File: src/hw/hdio_pkg.sv
/*
  constants shared by the header digital io port: pin counts, register
  groups and bank layout, reset values and the debounce sampling rate.
  assumes a 10 MHz system clock and a classic wishbone register bus.
*/
package hdio_pkg;
  // pin population
  localparam int HDIO_NPINS = 30;
  localparam int HDIO_NDED = 9;
  localparam int HDIO_NDISP = 11;
  localparam int HDIO_NSHR = 10;
  localparam int HDIO_NIRQ = 17;
  localparam int HDIO_REG_W = 8;
  localparam int HDIO_NBANK = 4;
  localparam int HDIO_VEC_W = HDIO_REG_W * HDIO_NBANK;
  // pin index layout: dedicated, then display group, then shared header
  localparam int HDIO_DED_FIRST = 0;
  localparam int HDIO_DISP_FIRST = HDIO_DED_FIRST + HDIO_NDED;
  localparam int HDIO_SHR_FIRST = HDIO_DISP_FIRST + HDIO_NDISP;
  localparam logic [31:0] HDIO_PIN_MASK = 32'h3FFFFFFF;
  localparam logic [31:0] HDIO_IRQ_MASK = 32'h0001FFFF;
  localparam logic [31:0] HDIO_LANE_MASK = 32'h000000FF;
  // bus address layout: byte address = group * 16 + bank * 4
  localparam int HDIO_ADR_W = 8;
  localparam int HDIO_GRP_HI = 7;
  localparam int HDIO_GRP_LO = 4;
  localparam int HDIO_BANK_HI = 3;
  localparam int HDIO_BANK_LO = 2;
  localparam logic [3:0] HDIO_GRP_DATA = 4'h0;
  localparam logic [3:0] HDIO_GRP_DIR = 4'h1;
  localparam logic [3:0] HDIO_GRP_IRQ_EN = 4'h2;
  localparam logic [3:0] HDIO_GRP_IRQ_EDGE = 4'h3;
  localparam logic [3:0] HDIO_GRP_IRQ_POL = 4'h4;
  localparam logic [3:0] HDIO_GRP_DEB_EN = 4'h5;
  localparam logic [3:0] HDIO_GRP_IRQ_STAT = 4'h6;
  localparam logic [3:0] HDIO_GRP_IRQ_CLR = 4'h7;
  // reset values
  localparam logic [31:0] HDIO_RST_VEC = 32'h00000000;
  localparam logic [31:0] HDIO_RD_ZERO = 32'h00000000;
  // debounce sampling clock
  localparam int HDIO_CLK_HZ = 10_000_000;
  localparam int HDIO_DEB_HZ = 128;
  localparam int HDIO_DEB_CYC = HDIO_CLK_HZ / HDIO_DEB_HZ;
endpackage

File: src/hw/hdio_debounce.sv
/*
  two-stage debounce filter for a vector of input lines.
  assumes tick is a one-cycle enable at the sampling rate, same clock.
*/
`timescale 1ns/1ps
`default_nettype none
module hdio_debounce #(
  parameter int N = 17
) (
  input wire logic i_clk,
  input wire logic i_rst,
  input wire logic i_tick,
  input wire logic [N-1:0] i_din,
  output logic [N-1:0] o_filt
);
  logic [N-1:0] st0_r, st0_nxt;
  logic [N-1:0] st1_r, st1_nxt;
  logic [N-1:0] filt_r, filt_nxt;

  // shift on each tick; the filtered level moves only where both stages agree
  always_comb begin
    st0_nxt = st0_r;
    st1_nxt = st1_r;
    filt_nxt = filt_r;
    if (i_tick) begin
      st0_nxt = i_din;
      st1_nxt = st0_r;
      filt_nxt = (st0_r & st1_r) | (filt_r & (st0_r | st1_r));
    end
  end

  always_ff @(posedge i_clk) begin
    if (i_rst) begin
      st0_r <= '0;
      st1_r <= '0;
      filt_r <= '0;
    end else begin
      st0_r <= st0_nxt;
      st1_r <= st1_nxt;
      filt_r <= filt_nxt;
    end
  end

  assign o_filt = filt_r;
endmodule
`default_nettype wire

File: src/hw/hdio_port.sv
/*
  header digital io port: 30 lines with per-pin direction and data,
  17 interrupt-capable lines with level/edge, polarity and debounce,
  reached through eight register groups of four byte-wide banks.
  registers are written on the edge that takes a request and answered
  with a one-cycle ack on the next; data group reads return the live pin levels.
  assumes a classic wishbone master on the 10 MHz clock, pin inputs
  already synchronous to that clock, and a board that resolves the
  driven and released level of each line outside this block.
*/
// Functional notes
// - thirty lines, each input or output
// - unused primary function lines become gpio
// - eleven display group, nine dedicated lines
// - registers hold eight bits, word aligned
// - upper 24 bits ignored, read zero
// - value and direction register per pin
// - direction one drives, zero is input
// - value writes touch only output pins
// - value reads return actual pin levels
// - seventeen lines may raise interrupts
// - high, low, rising or falling sensitivity
// - debounce enable per interrupt line
// - two-stage shift at 128 Hz
`timescale 1ns/1ps
`default_nettype none
module hdio_port
  import hdio_pkg::*;
#(
  parameter int DEB_TICK_CYCLES = hdio_pkg::HDIO_DEB_CYC
) (
  input wire logic I_MCLK,
  input wire logic I_RST,
  input wire logic I_WB_CYC,
  input wire logic I_WB_STB,
  input wire logic I_WB_WE,
  input wire logic [hdio_pkg::HDIO_ADR_W-1:0] I_WB_ADR,
  input wire logic [3:0] I_WB_SEL,
  input wire logic [31:0] I_WB_DAT,
  output logic [31:0] O_WB_DAT,
  output logic O_WB_ACK,
  input wire logic [hdio_pkg::HDIO_NPINS-1:0] I_PIN_IN,
  input wire logic [hdio_pkg::HDIO_NPINS-1:0] I_PRIMARY_EN,
  output logic [hdio_pkg::HDIO_NPINS-1:0] O_PIN_OUT,
  output logic [hdio_pkg::HDIO_NPINS-1:0] O_PIN_OE,
  output logic O_IRQ
);
  import hdio_pkg::*;

  // tick counter sized for the divide; a short divide keeps simulation runs small
  localparam int TICK_W = $clog2(DEB_TICK_CYCLES + 1);
  localparam logic [TICK_W-1:0] TICK_LAST = TICK_W'(DEB_TICK_CYCLES - 1);

  // register state, held at 32 bits so banks index uniformly;
  // bits above each group's population are masked to zero on every write
  logic [31:0] out_r, out_nxt;
  logic [31:0] dir_r, dir_nxt;
  logic [31:0] ien_r, ien_nxt;
  logic [31:0] iedge_r, iedge_nxt;
  logic [31:0] ipol_r, ipol_nxt;
  logic [31:0] deb_r, deb_nxt;
  logic [31:0] stat_r, stat_nxt;
  logic [31:0] rdat_r, rdat_nxt;
  // bus response, pin enable and divider state
  logic ack_r, ack_nxt;
  logic [HDIO_NPINS-1:0] oe_r, oe_nxt;
  logic [TICK_W-1:0] tick_cnt_r, tick_cnt_nxt;
  logic tick;
  // interrupt path: edge reference, chosen level and per-line edge flags
  logic [HDIO_NIRQ-1:0] lvl_prev_r, lvl_prev_nxt;
  logic [HDIO_NIRQ-1:0] filt, lvl, hit;
  logic [HDIO_NIRQ-1:0] rise, fall;
  // decode helpers
  logic [31:0] pins_vec, lane, wvec, clr_vec, hit_vec, rd_src;
  logic [3:0] grp;
  logic [1:0] bank;
  logic acc, wr;
  logic wr_data, wr_dir, wr_ien, wr_iedge, wr_ipol, wr_deb, wr_clr;

  // bus request decode; one access is taken per request, answered next cycle.
  // the ack register blocks a held strobe from being taken twice, so a master
  // must release the request at the edge on which it sees ack
  assign grp = I_WB_ADR[HDIO_GRP_HI:HDIO_GRP_LO];
  assign bank = I_WB_ADR[HDIO_BANK_HI:HDIO_BANK_LO];
  assign acc = I_WB_CYC & I_WB_STB & ~ack_r;
  assign wr = acc & I_WB_WE & I_WB_SEL[0];
  assign lane = HDIO_LANE_MASK << (HDIO_REG_W * bank);
  assign wvec = {HDIO_NBANK{I_WB_DAT[HDIO_REG_W-1:0]}} & lane;
  assign pins_vec = {{(HDIO_VEC_W - HDIO_NPINS){1'b0}}, I_PIN_IN};
  assign clr_vec = wr_clr ? wvec : HDIO_RST_VEC;
  assign hit_vec = {{(HDIO_VEC_W - HDIO_NIRQ){1'b0}}, hit};

  // one write strobe per register group keeps each next-value block small;
  // writes to unmapped groups match no strobe and are dropped.
  // a clear low-lane byte select suppresses the write, yet it is still acked
  assign wr_data = wr & (grp == HDIO_GRP_DATA);
  assign wr_dir = wr & (grp == HDIO_GRP_DIR);
  assign wr_ien = wr & (grp == HDIO_GRP_IRQ_EN);
  assign wr_iedge = wr & (grp == HDIO_GRP_IRQ_EDGE);
  assign wr_ipol = wr & (grp == HDIO_GRP_IRQ_POL);
  assign wr_deb = wr & (grp == HDIO_GRP_DEB_EN);
  assign wr_clr = wr & (grp == HDIO_GRP_IRQ_CLR);

  // debounce sampling enable, a one-cycle pulse at the filter rate;
  // the count restarts on the pulse, so the period is exactly DEB_TICK_CYCLES
  always_comb begin
    tick = (tick_cnt_r == TICK_LAST);
    tick_cnt_nxt = tick ? '0 : tick_cnt_r + 1'b1;
  end

  // only the interrupt-capable lines are filtered; the rest never raise events
  hdio_debounce #(
    .N(HDIO_NIRQ)
  ) u_deb (
    .i_clk(I_MCLK),
    .i_rst(I_RST),
    .i_tick(tick),
    .i_din(I_PIN_IN[HDIO_NIRQ-1:0]),
    .o_filt(filt)
  );

  // per interrupt line: pick the raw or filtered level, then classify it.
  // the capable lines are the dedicated group then the first eight display lines;
  // a disabled line never sets status, so enabling cannot replay an old event.
  // a line in level mode sets its status again every cycle while it is active
  genvar gi;
  generate
    for (gi = 0; gi < HDIO_NIRQ; gi++) begin : g_irq
      assign lvl[gi] = deb_r[gi] ? filt[gi] : I_PIN_IN[gi];
      assign rise[gi] = lvl[gi] & ~lvl_prev_r[gi];
      assign fall[gi] = ~lvl[gi] & lvl_prev_r[gi];
      always_comb begin
        if (iedge_r[gi]) begin
          hit[gi] = ien_r[gi] & (ipol_r[gi] ? rise[gi] : fall[gi]);
        end else begin
          hit[gi] = ien_r[gi] & (lvl[gi] == ipol_r[gi]);
        end
      end
    end
  endgenerate

  // edge reference: this cycle's level is compared against on the next cycle
  always_comb begin
    lvl_prev_nxt = lvl;
  end

  // pin registers; a data write is masked by the direction held before it,
  // so turning a line into an output and driving it takes two writes
  always_comb begin
    out_nxt = out_r;
    dir_nxt = dir_r;
    if (wr_data) begin
      out_nxt = (out_r & ~(lane & dir_r)) | (wvec & dir_r);
    end
    if (wr_dir) begin
      dir_nxt = ((dir_r & ~lane) | wvec) & HDIO_PIN_MASK;
    end
  end

  // interrupt configuration; only the low byte lane of the word carries data.
  // edge selects edge mode, polarity selects high level or rising edge
  always_comb begin
    ien_nxt = ien_r;
    iedge_nxt = iedge_r;
    ipol_nxt = ipol_r;
    deb_nxt = deb_r;
    if (wr_ien) begin
      ien_nxt = ((ien_r & ~lane) | wvec) & HDIO_IRQ_MASK;
    end
    if (wr_iedge) begin
      iedge_nxt = ((iedge_r & ~lane) | wvec) & HDIO_IRQ_MASK;
    end
    if (wr_ipol) begin
      ipol_nxt = ((ipol_r & ~lane) | wvec) & HDIO_IRQ_MASK;
    end
    if (wr_deb) begin
      deb_nxt = ((deb_r & ~lane) | wvec) & HDIO_IRQ_MASK;
    end
  end

  // sticky status: a new hit in the clearing cycle survives the clear.
  // the clear register is write-only: a one clears, a zero leaves the bit alone
  always_comb begin
    stat_nxt = ((stat_r & ~clr_vec) | hit_vec) & HDIO_IRQ_MASK;
  end

  // read source; unmapped offsets and the write-only clear read as zero.
  // the data group reads the live pins, not the output latch
  always_comb begin
    rd_src = HDIO_RD_ZERO;
    if (grp == HDIO_GRP_DATA) begin
      rd_src = pins_vec;
    end else if (grp == HDIO_GRP_DIR) begin
      rd_src = dir_r;
    end else if (grp == HDIO_GRP_IRQ_EN) begin
      rd_src = ien_r;
    end else if (grp == HDIO_GRP_IRQ_EDGE) begin
      rd_src = iedge_r;
    end else if (grp == HDIO_GRP_IRQ_POL) begin
      rd_src = ipol_r;
    end else if (grp == HDIO_GRP_DEB_EN) begin
      rd_src = deb_r;
    end else if (grp == HDIO_GRP_IRQ_STAT) begin
      rd_src = stat_r;
    end
  end

  // bus response; read data are registered, so they stand with the ack and
  // hold until the next access
  always_comb begin
    rdat_nxt = rdat_r;
    if (acc) begin
      rdat_nxt = {24'h000000, rd_src[HDIO_REG_W * bank +: HDIO_REG_W]};
    end
    ack_nxt = acc;
  end

  // pin enables follow direction unless the header's primary function owns the pin;
  // the enable lags a direction write by one cycle
  always_comb begin
    oe_nxt = dir_r[HDIO_NPINS-1:0] & ~I_PRIMARY_EN;
  end

  // pin group registers; all lines come out of reset as inputs.
  // the output latch keeps its value while a line is an input
  always_ff @(posedge I_MCLK) begin
    if (I_RST) begin
      out_r <= HDIO_RST_VEC;
      dir_r <= HDIO_RST_VEC;
      oe_r <= '0;
    end else begin
      out_r <= out_nxt;
      dir_r <= dir_nxt;
      oe_r <= oe_nxt;
    end
  end

  // interrupt configuration registers; every line starts disabled
  always_ff @(posedge I_MCLK) begin
    if (I_RST) begin
      ien_r <= HDIO_RST_VEC;
      iedge_r <= HDIO_RST_VEC;
      ipol_r <= HDIO_RST_VEC;
      deb_r <= HDIO_RST_VEC;
    end else begin
      ien_r <= ien_nxt;
      iedge_r <= iedge_nxt;
      ipol_r <= ipol_nxt;
      deb_r <= deb_nxt;
    end
  end

  // interrupt status register; bits survive a disable so software can still
  // see what happened before the line was masked
  always_ff @(posedge I_MCLK) begin
    if (I_RST) begin
      stat_r <= HDIO_RST_VEC;
    end else begin
      stat_r <= stat_nxt;
    end
  end

  // bus response registers; ack drops the cycle after it was given
  always_ff @(posedge I_MCLK) begin
    if (I_RST) begin
      rdat_r <= HDIO_RD_ZERO;
      ack_r <= 1'b0;
    end else begin
      rdat_r <= rdat_nxt;
      ack_r <= ack_nxt;
    end
  end

  // debounce divider; free running, so the first sample after an enable
  // comes anywhere within one tick period
  always_ff @(posedge I_MCLK) begin
    if (I_RST) begin
      tick_cnt_r <= '0;
    end else begin
      tick_cnt_r <= tick_cnt_nxt;
    end
  end

  // edge reference; interrupts start disabled and need an enable write, so the
  // cleared reference never turns into a false edge
  always_ff @(posedge I_MCLK) begin
    if (I_RST) begin
      lvl_prev_r <= '0;
    end else begin
      lvl_prev_r <= lvl_prev_nxt;
    end
  end

  // outputs: thirty lines spanning the three header groups.
  // the interrupt is a level: high while an enabled status bit is set
  assign O_PIN_OUT = out_r[HDIO_NPINS-1:0];
  assign O_PIN_OE = oe_r;
  assign O_WB_DAT = rdat_r;
  assign O_WB_ACK = ack_r;
  assign O_IRQ = |(stat_r & ien_r);
endmodule
`default_nettype wire

File: config.mk
export PLATFORM = sky130hd
export DESIGN_NAME = hdio_port
export DESIGN_NICKNAME = d
export VERILOG_FILES = /design/src/hw/hdio_pkg.sv /design/src/hw/hdio_debounce.sv /design/src/hw/hdio_port.sv
export SDC_FILE = /design/constraint.sdc
export NUM_CORES = 1
export LEC_CHECK = 0
export BUFFER_PORTS_ARGS = -buffer_cell sky130_fd_sc_hd__buf_4
export CAP_MARGIN = 20
export CORE_ASPECT_RATIO = 0.7
export CORE_MARGIN = 8
export CORE_UTILIZATION = 50
export CTS_CLUSTER_DIAMETER = 60
export DETAILED_ROUTE_END_ITERATION = 10
export GPL_TIMING_DRIVEN = 1
export PLACE_DENSITY = 0.82
export SLEW_MARGIN = 20
export SYNTH_ARGS = -nofsm -noshare
export SYNTH_HDL_FRONTEND = slang
export SYNTH_SLANG_ARGS = --single-unit
File: constraint.sdc
create_clock -name I_MCLK -period 2.7 [get_ports I_MCLK]
set_clock_uncertainty 0.2 [all_clocks]
set_input_delay 0.27 -clock I_MCLK [delete_from_list [all_inputs] [get_ports I_MCLK]]
set_output_delay 0.27 -clock I_MCLK [all_outputs]
set_load 0.02 [all_outputs]
==> results.sh <==
export IMPL_status="completed"
export IMPL_synthXorXnorAreaFrac_pct=1.17
export IMPL_fin_area_um2=15100
export IMPL_postSynthCellCount=1404
export IMPL_drt_iter0_drc=1177
export IMPL_io_pins=203
export IMPL_avgSynthCellArea_um2=8.56
export IMPL_synth_edf_count=0
export IMPL_ant_nets=0
export IMPL_final_cell_mix="dfxtp_1, nand2_1, buf_4"
export IMPL_drc=0
export IMPL_critical_path_slowest_cell="a221oi_1"
export IMPL_post_drt_via_cell_ratio=5.77
export IMPL_core_area_um2=23600
export IMPL_post_route_util_pct=64.0
export IMPL_ys_seq_elements=269
export IMPL_grt_use_met1_pct=32.3
export IMPL_syn_cell_area_um2=12000
export IMPL_postSynth_asyncResetShare_pct=0
export IMPL_cts_buffers=27
export IMPL_p_leak_nw=5.61
export IMPL_ys_top_cells_by_area="dfxtp_1, mux2i_1, nand2_1"
export IMPL_die_x_um=201
export IMPL_clock_sinks=269
export IMPL_dominantRegCellSynth="dfxtp_1"
export IMPL_critPathArrivalTime_ns=2.17
export IMPL_vias=11200
export IMPL_yosys_warnings=0
export IMPL_clockBufferDepth=3
export IMPL_grt_overflow=0
export IMPL_place_congestion=0.963
export IMPL_htreeDepth=1
export IMPL_fin_crit_sh_pct=97.6
export IMPL_setup_tns_ns=0
export IMPL_cts_root_buffer="clkbuf_16"
export IMPL_hpwl_mm=25.7
export IMPL_top_usage_layer="met2"
export IMPL_die_h_um=146
export IMPL_cts_tree="built"
export IMPL_port_buffers=149
export IMPL_endpoint_kind="primary output"
export IMPL_synth_top_area_share_pct=44.8
export IMPL_num_rows=47
export IMPL_rsz0062_at_grt="false"
export IMPL_placedInstanceArea_um2=13400
export IMPL_setup_viol=0
export IMPL_grt_pass1_vias=10700
export IMPL_clock_fmax_ghz=0.379
export IMPL_grtUsageMet3_pct=5.74
export IMPL_nNetsFinal=1714
export IMPL_wirelength_mm=37.9
export IMPL_max_slew_margin_pct=53.3
export IMPL_worstSkewPairLatency_ns=0.53
export IMPL_synth_top_family_by_area="simple AND/OR/NAND/NOR gates"
export IMPL_dr_pass1_iters=6
export IMPL_yosysUniqueCellTypes=66
export IMPL_fp_dieArea_um2=29300
export IMPL_min_period_ns=2.64
export IMPL_synthSimpleGateAreaFrac_pct=20.7
export IMPL_met2_usage_pct=38.4
export IMPL_fill_cells=1923
export IMPL_cp_slowest_stage_delay_ns=0.39
export IMPL_start_util_pct=50.8
export IMPL_worstPathCellList="a22o_1, a221oi_1, and3_1, nand3_1, buf_4"
export IMPL_tightest_slew_ns=0.700
export IMPL_routedWlPerCell_um=19.5
export IMPL_start_kind="flop"
export IMPL_hold_path_class="input port to flop"
export IMPL_grt_pass1_wl_mm=58.9
export IMPL_worstPathRequired_ns=2.23
export IMPL_drive_gt1_share_pct=17.0
export IMPL_multi_input_area_um2=6060
export IMPL_regArea_um2=5390
export IMPL_area_growth_pct=25.8
export IMPL_finalHoldViolCount=0
export IMPL_synth_compound_area_share_pct=16.0
export IMPL_synth_mux_area_share_pct=11.6
export IMPL_maxSlewViolCount=0
export IMPL_grt_max_degree=109
export IMPL_synth_seq_area_share_pct=44.8
export IMPL_final_common_cell="dfxtp_1"
export IMPL_synth_area_leader_cell="dfxtp_1"
export IMPL_ir_drop_uv=497
export IMPL_cts_setup_buffers=0
export IMPL_critical_path_class="flop to primary output"
export IMPL_power_density_nw_per_um2=577
export IMPL_cp_max_fo=3
export IMPL_maxCapViolations=0
export IMPL_synthAdderAreaFrac_pct=0.208
export IMPL_antenna_found_initial=2
export IMPL_gr_usage_all_layers_pct=24.4
export IMPL_path_clk_slew_ns=0.07
export IMPL_cts_resized_gates=0
-- worst paths after layout --
| check | from | end | slack, ns | cells after the start |
|---|---|---|---|---|
| setup reg to reg | tick_cnt_r[0]$_SDFF_PP0_ | u_deb.st0_r[12]$_SDFFE_PP0P_ | 0.30 | 8 |
| hold / removal | I_WB_ADR[3] | O_WB_DAT[6]$_SDFFE_PP0N_ | 0.03 | 4 |
| hold reg to reg | out_r[23]$_SDFFE_PP0P_ | out_r[23]$_SDFFE_PP0P_ | 0.26 | 2 |
| setup / recovery | stat_r[7]$_SDFF_PP0_ | O_IRQ | 0.06 | 5 |
-- cell usage after synthesis (all sizes together) (3+ instances only) --
master   instances
o22ai           12
a31oi            4
and4             3
o221ai           4
a21o            18
o21ai           56
xnor2            9
o2bb2ai          3
nand2b           7
a222oi           4
o211ai           6
nor2b           15
mux2            17
or3              6
nand3b           6
inv             24
a32oi            3
a211oi           4
dfxtp          269
a22oi           22
buf             50
a311oi           4
nand4            3
a21oi          139
nand3           40
mux2i          120
xor2             7
a221oi           6
nor3b           32
or2              3
a211o            3
nor3            11
nand2          202
nor4             9
nor2           167
and3             6
a21boi          14
clkbuf          69
-- area by class of cell --
cell class	instances	area share (%)
multi-input combinational	1015	40.0
timing repair buffer	266	14.7
inverter	24	0.596
clock buffer	37	5.05
sequential	269	35.6
tap	318	2.63
clock inverter	12	1.29
antenna	2	0.0331
-- worst max-delay path: cells and delay by family, from the launching register on --
kind            cells  cell delay, ns
simple gates        2            0.37
buf+inv             1            0.24
flops               1            0.33
compound gates      2            0.69
-- through the flow --
stage / power (mW) / std cells / setup slack (ns) / hold slack [ns]
after floorplan: 4.43 / 1427 / 0.428 / 0.141
after global routing: 8.95 / 1943 / 0.0482 / 0.0324
after global placement: 4.64 / 1821 / 0.325 / 0.230
after CTS: 8.73 / 1941 / 0.124 / 0.00163
after detailed placement: 4.65 / 1821 / 0.285 / 0.234
final: 8.72 / 1943 / 0.0647 / 0.0310
-- layer usage --
metal  vias to the layer above  routed length (um)  part of all wire, %
li1                       5222                   -                    -
met4                         0                1350                  3.5
met2                       598               17000                   45
met1                      5289               15800                   42
met5                         -                   0                    0
met3                       111                3780                   10
-- what timing repair did --
item | 4_1_cts | 5_1_grt
endpoints found under the setup margin | 0 | 0
hold buffers | 71 | 0
hold endpoints to repair | 172 | 0
-- cells by family after synthesis --
group / Yosys count
fa+ha+maj: 2
other cells: 1
mux: 137
simple gates: 520
xor+xnor: 16
buf+inv: 143
compound gates: 316
flops: 269
-- report_power, final --
part / leakage (nW) / internal [mW] / switching [mW] / total [mW]
clock: 0.470 / 2.46 / 1.61 / 4.06
sequential: 2.17 / 3.99 / 0.0173 / 4.01
combinational: 2.97 / 0.248 / 0.394 / 0.643
Power figures use the tool's default switching activity.
